===== src/tpwm_defines.vh =====
// Purpose: shared offsets, field positions and reset values of the timer/pwm flag and update block
// Assumes: 8-bit register port, one aligned byte per register
// Notes: channel n registers sit at CH_BASE + 4*n + sub-offset
//
// Functional notes
// - wrap flag sets as the counter leaves its terminal count.
// - edge counting: wrap flag sets when counter steps from modulo to zero.
// - center counting: wrap flag sets when counter reverses at modulo.
// - input capture: flag sets on the edge chosen by edge_level_select.
// - output compare: flag sets whenever counter equals the 16-bit channel value.
// - edge pwm: flag sets when counter equals channel value, end of duty.
// - center pwm: flag sets on both matches each period.
// - irq stays high as a level while any flag and its enable are one.
// - clear is read-while-one then write zero; a new event keeps it set.
// - any counter byte write clears counter and prescaler.
// - in debug halt counter reads return the live frozen counter.
// - in debug halt writes to control or counter reset counter read latch.
// - in debug halt value reads return register; control write resets latch.
// - input capture mode ignores software writes to channel value.
// - output compare with clock on loads buffer at next counter step.
// - pwm with clock on loads buffer as counter steps modulo-1 to modulo.
// - center pwm value equal to modulo gives full duty.
// - center pwm value modulo minus one gives duty just short of full.
// - center pwm zero to non-zero takes effect from next period.
// - center pwm non-zero to zero finishes current period with old duty.
// - control write discards partial modulo write and resets its sequence.
// - clock source off: buffered value loads when second byte is written.
// - channel control write discards pending value bytes and resets sequence.
`ifndef TPWM_DEFINES_VH
`define TPWM_DEFINES_VH

`define TPWM_SC_OFS 8'h00
`define TPWM_CNTH_OFS 8'h01
`define TPWM_CNTL_OFS 8'h02
`define TPWM_MODH_OFS 8'h03
`define TPWM_MODL_OFS 8'h04
`define TPWM_CH_BASE 8'h08
`define TPWM_CH_SC 2'h0
`define TPWM_CH_VH 2'h1
`define TPWM_CH_VL 2'h2

// timer control fields
`define TPWM_SC_FLAG 7
`define TPWM_SC_IE 6
`define TPWM_SC_CAS 5
`define TPWM_SC_CLKS_HI 4
`define TPWM_SC_CLKS_LO 3
`define TPWM_SC_PS_HI 2
`define TPWM_SC_PS_LO 0

// channel control fields
`define TPWM_CSC_FLAG 7
`define TPWM_CSC_IE 6
`define TPWM_CSC_MS_HI 5
`define TPWM_CSC_MS_LO 4
`define TPWM_CSC_ELS_HI 3
`define TPWM_CSC_ELS_LO 2

`define TPWM_SC_RST 8'h00
`define TPWM_CSC_RST 8'h00
`define TPWM_MOD_RST 16'h0000
`define TPWM_CV_RST 16'h0000

`define TPWM_CLKS_OFF 2'b00
`define TPWM_CLKS_BUS 2'b01
`define TPWM_CLKS_FIX 2'b10
`define TPWM_CLKS_EXT 2'b11

`define TPWM_MS_IC 2'b00
`define TPWM_MS_OC 2'b01

`define TPWM_ELS_OFF 2'b00
`define TPWM_ELS_RISE 2'b01
`define TPWM_ELS_FALL 2'b10
`define TPWM_ELS_BOTH 2'b11

`endif


===== src/tpwm_bufreg.v =====
// Purpose: byte-buffered 16-bit register with coherent transfer to the active value
// Assumes: high and low bytes arrive as separate one-cycle write strobes
// Notes: capture path writes the active value directly, bypassing the buffer
module tpwm_bufreg #(
  parameter [15:0] RST = 16'h0000
) (
  input wire clk,
  input wire rstn,
  input wire ce,
  input wire wr_hi,
  input wire wr_lo,
  input wire [7:0] wdata,
  input wire discard,
  input wire load_imm,
  input wire load_evt,
  input wire cap,
  input wire [15:0] cap_d,
  output reg [15:0] q_r
);
  reg [15:0] buf_r;
  reg hi_w_r;
  reg lo_w_r;
  wire hi_w_nxt = hi_w_r | wr_hi;
  wire lo_w_nxt = lo_w_r | wr_lo;
  wire [15:0] buf_nxt = {wr_hi ? wdata : buf_r[15:8], wr_lo ? wdata : buf_r[7:0]};

  // transfer only once both halves are in, so a half-written value never shows
  always @(posedge clk or negedge rstn) begin
    if (!rstn) begin
      buf_r <= RST;
      hi_w_r <= 1'b0;
      lo_w_r <= 1'b0;
      q_r <= RST;
    end else if (ce) begin
      buf_r <= buf_nxt;
      if (cap) begin
        q_r <= cap_d;
      end
      if (discard) begin
        hi_w_r <= 1'b0;
        lo_w_r <= 1'b0;
      end else if (hi_w_nxt && lo_w_nxt && (load_imm || load_evt)) begin
        q_r <= buf_nxt;
        hi_w_r <= 1'b0;
        lo_w_r <= 1'b0;
      end else begin
        hi_w_r <= hi_w_nxt;
        lo_w_r <= lo_w_nxt;
      end
    end
  end
endmodule // tpwm_bufreg


===== src/tpwm_top.v =====
// Purpose: wrap and channel event flags, irq level and buffered updates of a 16-bit timer/pwm unit
// Assumes: all inputs synchronous to clk; byte-wide register port with read data one cycle later
// Notes: counter freezes while debug_halt is high; channel pins use active-low output enables
`include "tpwm_defines.vh"
module tpwm_top #(
  parameter NCH = 2
) (
  input wire clk,
  input wire rstn,
  input wire ce,
  input wire [7:0] addr,
  input wire [7:0] wdata,
  input wire wr,
  input wire rd,
  output reg [7:0] rdata_r,
  input wire debug_halt,
  input wire fixed_tick,
  input wire ext_tick,
  input wire [NCH-1:0] ch_in,
  output wire [NCH-1:0] ch_out,
  output wire [NCH-1:0] ch_oe_n,
  output reg irq_r
);

  // address match for a channel register
  function chan_hit;
    input [7:0] a;
    input [7:0] n;
    input [1:0] sub;
    reg [7:0] t;
    begin
      t = `TPWM_CH_BASE + {n[5:0], 2'b00} + {6'h00, sub};
      chan_hit = (a == t);
    end
  endfunction

  // timer control state
  reg wrap_flag_r;
  reg wrap_arm_r;
  reg wrap_ie_r;
  reg cas_r;
  reg [1:0] clks_r;
  reg [2:0] ps_r;
  reg [15:0] cnt_r;
  reg [6:0] pre_r;
  reg dn_r;
  reg [7:0] cnt_lat_r;
  reg cnt_lv_r;
  wire [15:0] mod_q;

  wire wr_sc = wr && (addr == `TPWM_SC_OFS);
  wire rd_sc = rd && (addr == `TPWM_SC_OFS);
  wire wr_cnt = wr && ((addr == `TPWM_CNTH_OFS) || (addr == `TPWM_CNTL_OFS));
  wire rd_cnth = rd && (addr == `TPWM_CNTH_OFS);
  wire rd_cntl = rd && (addr == `TPWM_CNTL_OFS);

  // clock source and prescaler tick
  reg tick_src;
  always @* begin
    case (clks_r)
      `TPWM_CLKS_BUS: tick_src = 1'b1;
      `TPWM_CLKS_FIX: tick_src = fixed_tick;
      `TPWM_CLKS_EXT: tick_src = ext_tick;
      default: tick_src = 1'b0;
    endcase
  end
  wire [6:0] pmask = ~(7'h7f << ps_r);
  wire pre_top = ((pre_r & pmask) == pmask);
  wire run = tick_src && !debug_halt;
  wire cnt_step = run && pre_top;

  // modulo of zero means a free-running 16-bit counter
  wire [15:0] mod_eff = (mod_q == 16'h0000) ? 16'hffff : mod_q;

  // next count, direction and wrap event
  reg [15:0] cnt_nxt;
  reg dn_nxt;
  reg wrap_pt;
  always @* begin
    cnt_nxt = cnt_r + 16'h0001;
    dn_nxt = dn_r;
    wrap_pt = 1'b0;
    if (!cas_r) begin
      dn_nxt = 1'b0;
      if (cnt_r == mod_eff) begin
        cnt_nxt = 16'h0000;
        wrap_pt = 1'b1;
      end
    end else if (!dn_r) begin
      if (cnt_r >= mod_q && mod_q != 16'h0000) begin
        cnt_nxt = cnt_r - 16'h0001;
        dn_nxt = 1'b1;
        wrap_pt = 1'b1;
      end
    end else begin
      if (cnt_r == 16'h0000) begin
        dn_nxt = 1'b0;
      end else begin
        cnt_nxt = cnt_r - 16'h0001;
      end
    end
  end
  wire wrap_evt = cnt_step && wrap_pt;
  // pwm reload point: counting up from modulo-1 onto modulo
  wire pwm_load_pt = cnt_step && !dn_nxt && (cnt_nxt == mod_eff) && (cnt_r == mod_eff - 16'h0001);

  // counter and prescaler; a counter write restarts both
  always @(posedge clk or negedge rstn) begin
    if (!rstn) begin
      cnt_r <= 16'h0000;
      pre_r <= 7'h00;
      dn_r <= 1'b0;
    end else if (ce) begin
      if (wr_cnt) begin
        cnt_r <= 16'h0000;
        pre_r <= 7'h00;
        dn_r <= 1'b0;
      end else if (run) begin
        pre_r <= pre_top ? 7'h00 : pre_r + 7'h01;
        if (pre_top) begin
          cnt_r <= cnt_nxt;
          dn_r <= dn_nxt;
        end
      end
    end
  end

  // timer control register and wrap flag clear handshake
  always @(posedge clk or negedge rstn) begin
    if (!rstn) begin
      wrap_ie_r <= 1'b0;
      cas_r <= 1'b0;
      clks_r <= `TPWM_CLKS_OFF;
      ps_r <= 3'h0;
      wrap_flag_r <= 1'b0;
      wrap_arm_r <= 1'b0;
    end else if (ce) begin
      if (wr_sc) begin
        wrap_ie_r <= wdata[`TPWM_SC_IE];
        cas_r <= wdata[`TPWM_SC_CAS];
        clks_r <= wdata[`TPWM_SC_CLKS_HI:`TPWM_SC_CLKS_LO];
        ps_r <= wdata[`TPWM_SC_PS_HI:`TPWM_SC_PS_LO];
      end
      // an event between read and write keeps the flag and disarms the sequence, so a new read is needed
      if (wrap_evt) begin
        wrap_flag_r <= 1'b1;
        wrap_arm_r <= 1'b0;
      end else if (wr_sc && !wdata[`TPWM_SC_FLAG] && wrap_arm_r) begin
        wrap_flag_r <= 1'b0;
        wrap_arm_r <= 1'b0;
      end else if (rd_sc && wrap_flag_r) begin
        wrap_arm_r <= 1'b1;
      end else if (wr_sc) begin
        wrap_arm_r <= 1'b0;
      end
    end
  end

  // counter read coherency: high-byte read latches the low byte
  always @(posedge clk or negedge rstn) begin
    if (!rstn) begin
      cnt_lat_r <= 8'h00;
      cnt_lv_r <= 1'b0;
    end else if (ce) begin
      if (debug_halt && (wr_sc || wr_cnt)) begin
        cnt_lv_r <= 1'b0;
      end else if (rd_cnth && !debug_halt) begin
        cnt_lat_r <= cnt_r[7:0];
        cnt_lv_r <= 1'b1;
      end else if (rd_cntl) begin
        cnt_lv_r <= 1'b0;
      end
    end
  end

  // modulo buffer; a control write drops any half-written value
  tpwm_bufreg #(
    .RST(`TPWM_MOD_RST)
  ) u_mod (
    .clk(clk),
    .rstn(rstn),
    .ce(ce),
    .wr_hi(wr && (addr == `TPWM_MODH_OFS)),
    .wr_lo(wr && (addr == `TPWM_MODL_OFS)),
    .wdata(wdata),
    .discard(wr_sc),
    .load_imm(clks_r == `TPWM_CLKS_OFF),
    .load_evt(cnt_step),
    .cap(1'b0),
    .cap_d(16'h0000),
    .q_r(mod_q)
  );

  // per-channel state flattened for the read mux and the irq
  wire [16*NCH-1:0] chv_all;
  wire [8*NCH-1:0] chsc_all;
  wire [8*NCH-1:0] chlat_all;
  wire [NCH-1:0] chlv_all;
  wire [NCH-1:0] chirq_all;

  genvar gi;
  generate
    for (gi = 0; gi < NCH; gi = gi + 1) begin : g_ch
      localparam [7:0] CHN = gi;
      reg ie_r;
      reg [1:0] ms_r;
      reg [1:0] els_r;
      reg flag_r;
      reg arm_r;
      reg in_d_r;
      reg raw_r;
      reg pin_r;
      reg oe_n_r;
      reg [7:0] lat_r;
      reg lv_r;
      reg [15:0] duty_r;
      wire [15:0] val;
      wire w_sc = wr && chan_hit(addr, CHN, `TPWM_CH_SC);
      wire r_sc = rd && chan_hit(addr, CHN, `TPWM_CH_SC);
      wire w_vh = wr && chan_hit(addr, CHN, `TPWM_CH_VH);
      wire w_vl = wr && chan_hit(addr, CHN, `TPWM_CH_VL);
      wire r_vh = rd && chan_hit(addr, CHN, `TPWM_CH_VH);
      wire r_vl = rd && chan_hit(addr, CHN, `TPWM_CH_VL);
      wire ic = !cas_r && (ms_r == `TPWM_MS_IC);
      wire oc = !cas_r && (ms_r == `TPWM_MS_OC);
      wire edge_aligned_pwm = !cas_r && ms_r[1];
      wire center_aligned_pwm = cas_r;
      wire rise = ch_in[gi] && !in_d_r;
      wire fall = !ch_in[gi] && in_d_r;
      // selected capture edge, live even in debug halt
      wire ic_evt = ic && (((els_r == `TPWM_ELS_RISE) && rise) || ((els_r == `TPWM_ELS_FALL) && fall) ||
                    ((els_r == `TPWM_ELS_BOTH) && (rise || fall)));
      wire match = cnt_step && (cnt_nxt == val);
      wire ch_evt = ic_evt || (!ic && match);
      // center duty: full when duty reaches modulo, nothing when zero or negative
      // high from the down match to the up match, so the pulse is twice the duty value
      wire cp_lvl = (duty_r != 16'h0000) && !duty_r[15] &&
                    ((duty_r >= mod_q) || (cnt_r < duty_r) || (dn_r && (cnt_r == duty_r)));

      tpwm_bufreg #(
        .RST(`TPWM_CV_RST)
      ) u_val (
        .clk(clk),
        .rstn(rstn),
        .ce(ce),
        .wr_hi(w_vh && !ic),
        .wr_lo(w_vl && !ic),
        .wdata(wdata),
        .discard(w_sc),
        .load_imm(clks_r == `TPWM_CLKS_OFF),
        .load_evt(oc ? cnt_step : pwm_load_pt),
        .cap(ic_evt),
        .cap_d(cnt_r),
        .q_r(val)
      );

      // channel control and flag clear handshake
      always @(posedge clk or negedge rstn) begin
        if (!rstn) begin
          ie_r <= 1'b0;
          ms_r <= `TPWM_MS_IC;
          els_r <= `TPWM_ELS_OFF;
          flag_r <= 1'b0;
          arm_r <= 1'b0;
          in_d_r <= 1'b0;
        end else if (ce) begin
          in_d_r <= ch_in[gi];
          if (w_sc) begin
            ie_r <= wdata[`TPWM_CSC_IE];
            ms_r <= wdata[`TPWM_CSC_MS_HI:`TPWM_CSC_MS_LO];
            els_r <= wdata[`TPWM_CSC_ELS_HI:`TPWM_CSC_ELS_LO];
          end
          if (ch_evt) begin
            flag_r <= 1'b1;
            arm_r <= 1'b0;
          end else if (w_sc && !wdata[`TPWM_CSC_FLAG] && arm_r) begin
            flag_r <= 1'b0;
            arm_r <= 1'b0;
          end else if (r_sc && flag_r) begin
            arm_r <= 1'b1;
          end else if (w_sc) begin
            arm_r <= 1'b0;
          end
        end
      end

      // value read coherency latch
      always @(posedge clk or negedge rstn) begin
        if (!rstn) begin
          lat_r <= 8'h00;
          lv_r <= 1'b0;
        end else if (ce) begin
          if (debug_halt && w_sc) begin
            lv_r <= 1'b0;
          end else if (r_vh && !debug_halt) begin
            lat_r <= val[7:0];
            lv_r <= 1'b1;
          end else if (r_vl) begin
            lv_r <= 1'b0;
          end
        end
      end

      // center duty is taken only at the period boundary
      always @(posedge clk or negedge rstn) begin
        if (!rstn) begin
          duty_r <= 16'h0000;
        end else if (ce && wrap_evt) begin
          duty_r <= val;
        end
      end

      // pin drive; frozen with the counter when the clock source is off
      always @(posedge clk or negedge rstn) begin
        if (!rstn) begin
          raw_r <= 1'b0;
          pin_r <= 1'b0;
          oe_n_r <= 1'b1;
        end else if (ce) begin
          oe_n_r <= ic || (els_r == `TPWM_ELS_OFF);
          if (oc) begin
            if (match) begin
              case (els_r)
                `TPWM_ELS_RISE: pin_r <= !pin_r;
                `TPWM_ELS_FALL: pin_r <= 1'b0;
                `TPWM_ELS_BOTH: pin_r <= 1'b1;
                default: pin_r <= pin_r;
              endcase
            end
          end else if (edge_aligned_pwm) begin
            // match after wrap wins so a zero value gives no pulse
            if (match) begin
              raw_r <= 1'b0;
              pin_r <= els_r[0];
            end else if (wrap_evt) begin
              raw_r <= 1'b1;
              pin_r <= !els_r[0];
            end else begin
              pin_r <= raw_r ^ els_r[0];
            end
          end else if (center_aligned_pwm) begin
            pin_r <= cp_lvl ^ els_r[0];
          end
        end
      end

      assign ch_out[gi] = pin_r;
      assign ch_oe_n[gi] = oe_n_r;
      assign chv_all[16*gi +: 16] = val;
      assign chsc_all[8*gi +: 8] = {flag_r, ie_r, ms_r, els_r, 2'b00};
      assign chlat_all[8*gi +: 8] = lat_r;
      assign chlv_all[gi] = lv_r;
      assign chirq_all[gi] = flag_r && ie_r;
    end
  endgenerate

  // read mux; unmapped addresses read as zero
  reg [7:0] rd_mux;
  integer k;
  always @* begin
    rd_mux = 8'h00;
    case (addr)
      `TPWM_SC_OFS: rd_mux = {wrap_flag_r, wrap_ie_r, cas_r, clks_r, ps_r};
      `TPWM_CNTH_OFS: rd_mux = cnt_r[15:8];
      `TPWM_CNTL_OFS: rd_mux = (cnt_lv_r && !debug_halt) ? cnt_lat_r : cnt_r[7:0];
      `TPWM_MODH_OFS: rd_mux = mod_q[15:8];
      `TPWM_MODL_OFS: rd_mux = mod_q[7:0];
      default: rd_mux = 8'h00;
    endcase
    for (k = 0; k < NCH; k = k + 1) begin
      if (chan_hit(addr, k[7:0], `TPWM_CH_SC)) begin
        rd_mux = chsc_all[8*k +: 8];
      end
      if (chan_hit(addr, k[7:0], `TPWM_CH_VH)) begin
        rd_mux = chv_all[16*k+8 +: 8];
      end
      if (chan_hit(addr, k[7:0], `TPWM_CH_VL)) begin
        rd_mux = (chlv_all[k] && !debug_halt) ? chlat_all[8*k +: 8] : chv_all[16*k +: 8];
      end
    end
  end

  // read data and interrupt level, both straight from flops
  always @(posedge clk or negedge rstn) begin
    if (!rstn) begin
      rdata_r <= 8'h00;
      irq_r <= 1'b0;
    end else if (ce) begin
      rdata_r <= rd ? rd_mux : 8'h00;
      irq_r <= (wrap_flag_r && wrap_ie_r) || (|chirq_all);
    end
  end
endmodule // tpwm_top


===== config.mk =====
export PLATFORM = sky130hd
export DESIGN_NAME = tpwm_top
export DESIGN_NICKNAME = d
export VERILOG_FILES = /design/src/tpwm_bufreg.v /design/src/tpwm_top.v
export VERILOG_INCLUDE_DIRS = /design/src /design/src/src
export SDC_FILE = /design/constraint.sdc
export NUM_CORES = 1
export LEC_CHECK = 0
export BUFFER_PORTS_ARGS = -buffer_cell sky130_fd_sc_hd__buf_2
export CAP_MARGIN = 5
export CORE_ASPECT_RATIO = 1.5
export CORE_UTILIZATION = 35
export DETAILED_ROUTE_END_ITERATION = 10
export GPL_TIMING_DRIVEN = 0
export PLACE_DENSITY = 0.54
export SYNTH_ARGS = -nofsm -noshare
export SYNTH_HDL_FRONTEND = slang
export SYNTH_SLANG_ARGS = --single-unit

===== constraint.sdc =====
create_clock -name clk -period 8.3 [get_ports clk]
set_input_delay 0.83 -clock clk [delete_from_list [all_inputs] [get_ports clk]]
set_output_delay 0.83 -clock clk [all_outputs]
set_load 0.005 [all_outputs]

; ---- After elaboration in Yosys (flattened, before gate mapping)
; Index checks and enable logic that the tools add are counted.
[op_classes]
mux = 104
order_cmp = 5
n_eq_ne = 33
div_mod_pow = 0
bitwise_logic = 18
multipliers = 0
shift = 1
n_reduce_logical = 171
addsub = 4
[ops]
columns = cell, count
row1 = 16-bit two-way mux, 15
row2 = 8-bit two-way mux, 16
row3 = 16-bit == test, 7
row4 = 1-bit logical AND, 86
row5 = 1-bit two-way mux, 66
row6 = 8-bit by 4-bit == test with 1-bit output (second input constant), 6
row7 = 16-bit >= comparator, 3
row8 = 16-bit nonzero test, 3
row9 = 8-bit one-hot mux with 5 select lines, 1
row10 = 16-bit zero test, 2
row11 = 16-bit < comparator, 2
row12 = 16-bit by 1-bit subtractor with 16-bit output (second input constant), 2
row13 = 2-bit AND reduction, 13
row14 = 7-bit two-way mux, 3
row15 = 1-bit logical OR, 20
row16 = 16-bit by 1-bit adder with 16-bit output (second input constant), 1
row17 = 8-bit by 2-bit == test with 1-bit output (second input constant), 2
row18 = 1-bit zero test, 16
row19 = 4-bit AND reduction, 4
row20 = 3-bit AND reduction, 5
row21 = 3-bit nonzero test, 5
row22 = 2-bit nonzero test, 7
row23 = 2-bit == test (second input constant), 6
row24 = 4-bit nonzero test, 3
row25 = other kinds (17), 42
[word_totals]
output_inout_bits = 13
regBits = 225
n_memories = 0
in_bits = 26
latchBits = 0
romBits = 0
mem_bits_rw = 0
wordCells = 385

; ---- Logic depth before layout (Yosys ltp)
[depth]
ltp_word = 14
ltp_mapped = 21

; ---- By module
; Synthesis repeated with hierarchy kept, for this count alone.
[unflattened]
hier_cells = 1819
hier_area_um2 = 16641.0
[by_module_without_submodules]
columns = mod, n_inst, cells_each, area_each_um2, seq_area_each_um2
row1 = tpwm_top, 1, 1342, 11239.5, 3080.5
row2 = tpwm_bufreg, 3, 159, 1800.5, 850.8

; ---- Worst setup path before layout
; OpenSTA, ideal clock, no wires.
[synth_timing]
path_type = reg2reg
from = reg u_mod.q_r[0]
to = reg g_ch[1].u_val.q_r[14]
stages_incl_launch_ff = 22
arrival_ps = 4596
t_required_ps = 8213
n_path_buf = 3
slack_ps = 3618
period_less_slack_ps = 4682
cell_sequence = dfrtp_1 > buf_2 > nor3_2 > nand3_2 > nor2_4 > clkbuf_1 > nor2_1 > ha_1 > or4b_1 > nor2_1 > xnor2_1 > a21oi_1 > a211o_1 > a2111oi_0 > nand4_1 > a2111oi_2 > o2111a_2 > a31oi_4 > nor4_4 > buf_4 > nor3_1 > a211oi_2
[synth_via]
elab_chain_cells = 14
word_cells_on_any_way = 25
cone_classes = 1 x add/sub / 1 x order compare / 3 x eq/ne / 11 x mux / 9 x reduce/logical
[synth_lines]
columns = item, line
row1 = from (decl), tpwm_bufreg.v:18  ; output reg [15:0] q_r
row2 = from (signal assigned), tpwm_bufreg.v:37  ; q_r <= cap_d;
row3 = from (signal assigned), tpwm_bufreg.v:43  ; q_r <= buf_nxt;
row4 = "parallel branches: the longest is 8 deep, another holds 16-bit >= comparator", n/a
row5 = 1-bit logical AND *, tpwm_top.v:105  ; wire pwm_load_pt = cnt_step && !dn_nxt && (cnt_nxt == mod_eff) && (cnt_r == mod_eff - 16'h0001);
row6 = 1-bit two-way mux *, tpwm_top.v:251  ; .load_evt(oc ? cnt_step : pwm_load_pt),
row7 = 1-bit logical OR *, tpwm_bufreg.v:42  ; end else if (hi_w_nxt && lo_w_nxt && (load_imm || load_evt)) begin
row8 = 1-bit logical AND *, tpwm_bufreg.v:42
row9 = 16-bit two-way mux *, tpwm_bufreg.v:42
row10 = 16-bit two-way mux *, tpwm_bufreg.v:39  ; if (discard) begin
row11 = to (signal assigned), tpwm_bufreg.v:37
row12 = to (signal assigned), tpwm_bufreg.v:43
row13 = to (decl), tpwm_bufreg.v:18
; Every way passes the cells marked *.
; A chain may end at the register's enable or synchronous reset.

; ---- Worst setup path in the final report
[layout_timing]
from = reg cnt_r[0]
to = reg g_ch[0].pin_r
[layout_via]
elab_chain_cells = 10
word_cells_on_any_way = 32
cone_classes = 2 x add/sub / 2 x order compare / 4 x eq/ne / 14 x mux / 1 x bitwise / 9 x reduce/logical
[layout_lines]
columns = item, line
row1 = from (decl), tpwm_top.v:44  ; reg [15:0] cnt_r;
row2 = from (signal assigned), tpwm_top.v:121  ; cnt_r <= cnt_nxt;
row3 = 16-bit >= comparator, tpwm_top.v:90  ; if (cnt_r >= mod_q && mod_q != 16'h0000) begin
row4 = 1-bit logical AND, tpwm_top.v:90
row5 = 16-bit two-way mux or 1-bit two-way mux (tied branches), tpwm_top.v:90
row6 = 16-bit two-way mux or 1-bit two-way mux (tied branches), tpwm_top.v:89  ; end else if (!dn_r) begin
row7 = 16-bit two-way mux or 1-bit two-way mux (tied branches), tpwm_top.v:83  ; if (!cas_r) begin
row8 = 16-bit == test or 1-bit logical AND (tied branches), "tpwm_top.v:233, tpwm_top.v:103"
row9 = 1-bit logical AND or 1-bit two-way mux (tied branches), "tpwm_top.v:233, tpwm_top.v:335"
row10 = 1-bit two-way mux, tpwm_top.v:332  ; if (match) begin
row11 = 1-bit two-way mux, tpwm_top.v:330  ; end else if (edge_aligned_pwm) begin
row12 = 1-bit two-way mux, tpwm_top.v:321  ; if (oc) begin
row13 = to (signal assigned), tpwm_top.v:324  ; `TPWM_ELS_RISE: pin_r <= !pin_r;
row14 = to (signal assigned), tpwm_top.v:334  ; pin_r <= els_r[0];
row15 = to (signal assigned), tpwm_top.v:337  ; pin_r <= !els_r[0];
row16 = to (decl), tpwm_top.v:212  ; reg pin_r;
; Parallel ways exist; a longest one is shown, timed or not. The select of a mux whose other input is x is not followed.

==> impl_metrics.yaml <==
layout:
  final_layout_size_suffix_gt1_frac: 0.134
  area_delta_synth_final_pct: 10.9
  fin_nets: 2083
  postLayoutCellArea_mm2: 0.0186
setup_path:
  path_class: "reg -> reg"
  startpoint: "cnt_r[0]"
  worstSetupStartpointType: "register"
  cp_max_fo: 10
  r2r-start: "cnt_r[0]"
  crit_end: "g_ch[0].pin_r"
  r2r_setup_slack_ns: 0.48
  r2r_cells: 19
  critical_path.reg2reg.endpoint: "g_ch[0].pin_r"
  cp.required_ns: 8.74
  crit_path_end_kind: "register"
  cp.arrival_ns: 8.26
global_routing:
  grtUsageTotal: 0.332
  grt_max_degree: 114
  antenna_found_initial: 4
  grt_overflow: 0
  grt_pass1_wl_um: 115000
  grt_pass1_vias: 16000
sta:
  fin_crit_sh: 0.942
  timing.final.crit_period_ns: 7.82
  finalSetupViolations: 0
  finClkSkew_ns: 0.0351
  max_clock_freq_mhz: 128
  hold_viol_final: 0
  relSlewSlack: 0.159
  worstMarginPinSlew_ns: 1.25
  fin_tns_setup_ns: 0
  slew_viol_final: 0
  rsz0062_at_grt: "false"
floorplan:
  die_w_um: 181
  die_h_um: 270
  pin_count: 39
  num_rows: 98
  initial_core_util: 0.353
  die_area_mm2: 0.0489
  core-area_mm2: 0.0476
synthesis:
  synth-adder-area-share: 0.0656
  async_flop_share: 1.00
  yosysUniqueCellTypes: 102
  synthMuxAreaShare: 0.111
  yosysTopAreaCellShare: 0.332
  syn-num-nets: 2013
  synth_simple_gate_area_frac: 0.185
  synth_edf_count: 0
  synthesis.area_mm2: 0.0168
  syn_area_per_cell_um2: 8.84
  ys_seq_elements: 225
  syn-instance-count: 1899
  synth_area_leaders: "dfrtp_1 (33%), mux2_2 (6.9%), ha_1 (6.6%)"
  synth_compound_area_frac: 0.210
  ys_seq_area_frac: 0.335
  synth_xor_area_frac: 0.0375
  yosysWarnings: 0
  synth_top_family_by_area: "compound AO/OA/AOI/OAI gates"
  synth_top_area_cell: "dfrtp_1"
  synth_ff_type: "dfrtp_1"
min_path:
  min_path_type: "in -> async"
clock_network:
  numCtsBuffers: 25
  cts_tree: "yes"
  cts_setup_buffers: 0
  cts-root-buf: "clkbuf_16"
  htreeDepth: 1
  postCtsResizedCells: 0
  cts_sinks: 225
  clock_path_buffers: 3
  clk_pin_slew_ns: 0.06
  clock_latency_ns: 0.57
  hold_buffers: 0
route:
  drc: 0
  via_per_inst: 6.22
  num_vias: 16100
  ant_nets: 0
  dr.pass1.iters: 6
  drt_iter0_markers: 1635
  wl_per_cell_um: 31.5
  wirelength_um: 81600
power:
  power_density_mw_per_mm2: 170
  peakVddDrop_mv: 0.127
  leakage_nw: 8.10
placed_design:
  gp_congestion: 1.02
  place_area_mm2: 0.0178
  dp_hpwl_um: 62500
  io_buffers: 36
outcome:
  outcome: "finished clean"
run:
  drv_cap: 0
[flip-flops by register name, indices dropped and copies added (netlist names), 3 cells and up]
| name | cells |
|---|---|
| g_ch.duty_r | 32 |
| g_ch.u_val.buf_r | 32 |
| g_ch.u_val.q_r | 32 |
| cnt_r | 16 |
| g_ch.lat_r | 16 |
| u_mod.buf_r | 16 |
| u_mod.q_r | 16 |
| cnt_lat_r | 8 |
| rdata_r | 8 |
| pre_r | 7 |
| g_ch.els_r | 4 |
| g_ch.ms_r | 4 |
| ps_r | 3 |
[cells in the mapped netlist (all sizes together) (14+ instances only)]
library cell / instances
nor4: 32
nor2b: 22
nor3: 47
buf: 53
clkbuf: 86
nand3b: 15
o211ai: 20
nand2b: 17
a21oi: 92
dfrtp: 223
mux2i: 66
and3: 16
nand4: 35
a21o: 17
nand3: 35
xor2: 29
nand2: 186
xnor2: 42
a31oi: 22
a211oi: 20
o21a: 21
and2: 14
o21ai: 147
nor2: 128
mux2: 107
inv: 81
ha: 88
o22ai: 42
[area by class of cell]
type	instances	area, um^2
diodes	1	2.50
plain buffers	139	624
clock buffers	41	756
clock inverters	5	32.5
fillers	4895	28900
inverters	81	304
multi-input cells	1454	10300
flip-flops and latches	225	5630
well taps	600	751
repair buffers	43	275
[critical path: stages, from the launching register on]
cell,delay (ns)
dfrtp_1,0.40
clkbuf_1,0.44
clkbuf_1,0.69
inv_1,0.58
ha_1,0.37
clkbuf_1,0.26
nor4b_1,0.24
and4_1,0.31
nand2_1,0.12
a21boi_0,0.69
nand3_1,0.22
buf_2,0.29
nor2_1,0.68
o21ai_0,0.32
a2111oi_4,0.48
nand4bb_1,0.15
nor4_1,0.90
a21oi_1,0.19
a31oi_1,0.20
o22ai_1,0.10
[cell usage in the layout, fill, tap and decap left out, drive strengths merged, types with 9 or more instances in the layout]
cell type  count
o21a          21
nor2         128
or4            9
o21ai        147
inv           83
and2          14
nor3          47
ha            88
nor2b         22
nand2b        17
nand3b        15
o31ai         12
o221a          9
nand3         35
a31oi         22
a2111oi       13
nor4          32
mux2i         66
or3           13
a211oi        20
nand4         35
a21o          17
buf           96
a21oi         92
clkbuf       127
mux2         107
o211ai        20
xnor2         42
and3          16
a22o          12
xor2          29
nand2        186
dfrtp        223
o22ai         42
[routing by layer]
layer / routed length [um] / track usage
met2: 39700 / 0.574
met4: 8240 / 0.291
met3: 4770 / 0.0515
met5: 43 / 0
met1: 28800 / 0.350
[report_power, final]
part	internal (mW)	total, mW	switching [mW]
registers	1.16	1.29	0.127
logic	0.243	0.759	0.516
clock network	0.621	1.11	0.493
total	2.03	3.16	1.14
[cells by family after synthesis]
family / Yosys count
AOI/OAI and AO/OA: 520
DFF: 225
and+or+nand+nor: 602
buffers and inverters: 220
adders and majority gates: 88
xor gates and xnor gates: 71
muxes: 173
[stage by stage]
stage	setup WS (ns)	hold WS [ns]	util	total power, mW	std cells
floorplan	3.62	0.441	-	1.69	1899
global placement	0.691	0.456	0.373	2.03	2535
detailed placement	0.822	0.470	0.375	2.04	2542
CTS	0.795	0.0177	0.392	3.15	2588
global route	0.559	0.0289	0.392	3.26	2588
finish	0.483	0.0294	0.392	3.16	2589
[how the worst min path moves through the flow]
stage | start | endpoint | slack (ns) | cells past startpoint
floorplan | g_ch[1].u_val.buf_r[7] | g_ch[1].u_val.buf_r[7] | 0.44 | 2
global placement | g_ch[1].u_val.buf_r[7] | g_ch[1].u_val.buf_r[7] | 0.46 | 2
detailed placement | g_ch[0].u_val.buf_r[15] | g_ch[0].u_val.buf_r[15] | 0.47 | 2
CTS | rstn | g_ch[0].duty_r[8] | 0.02 | 1
global route | rstn | g_ch[0].duty_r[9] | 0.03 | 1
finish | rstn | g_ch[0].duty_r[8] | 0.03 | 1
(Power assumes the default switching activity.)
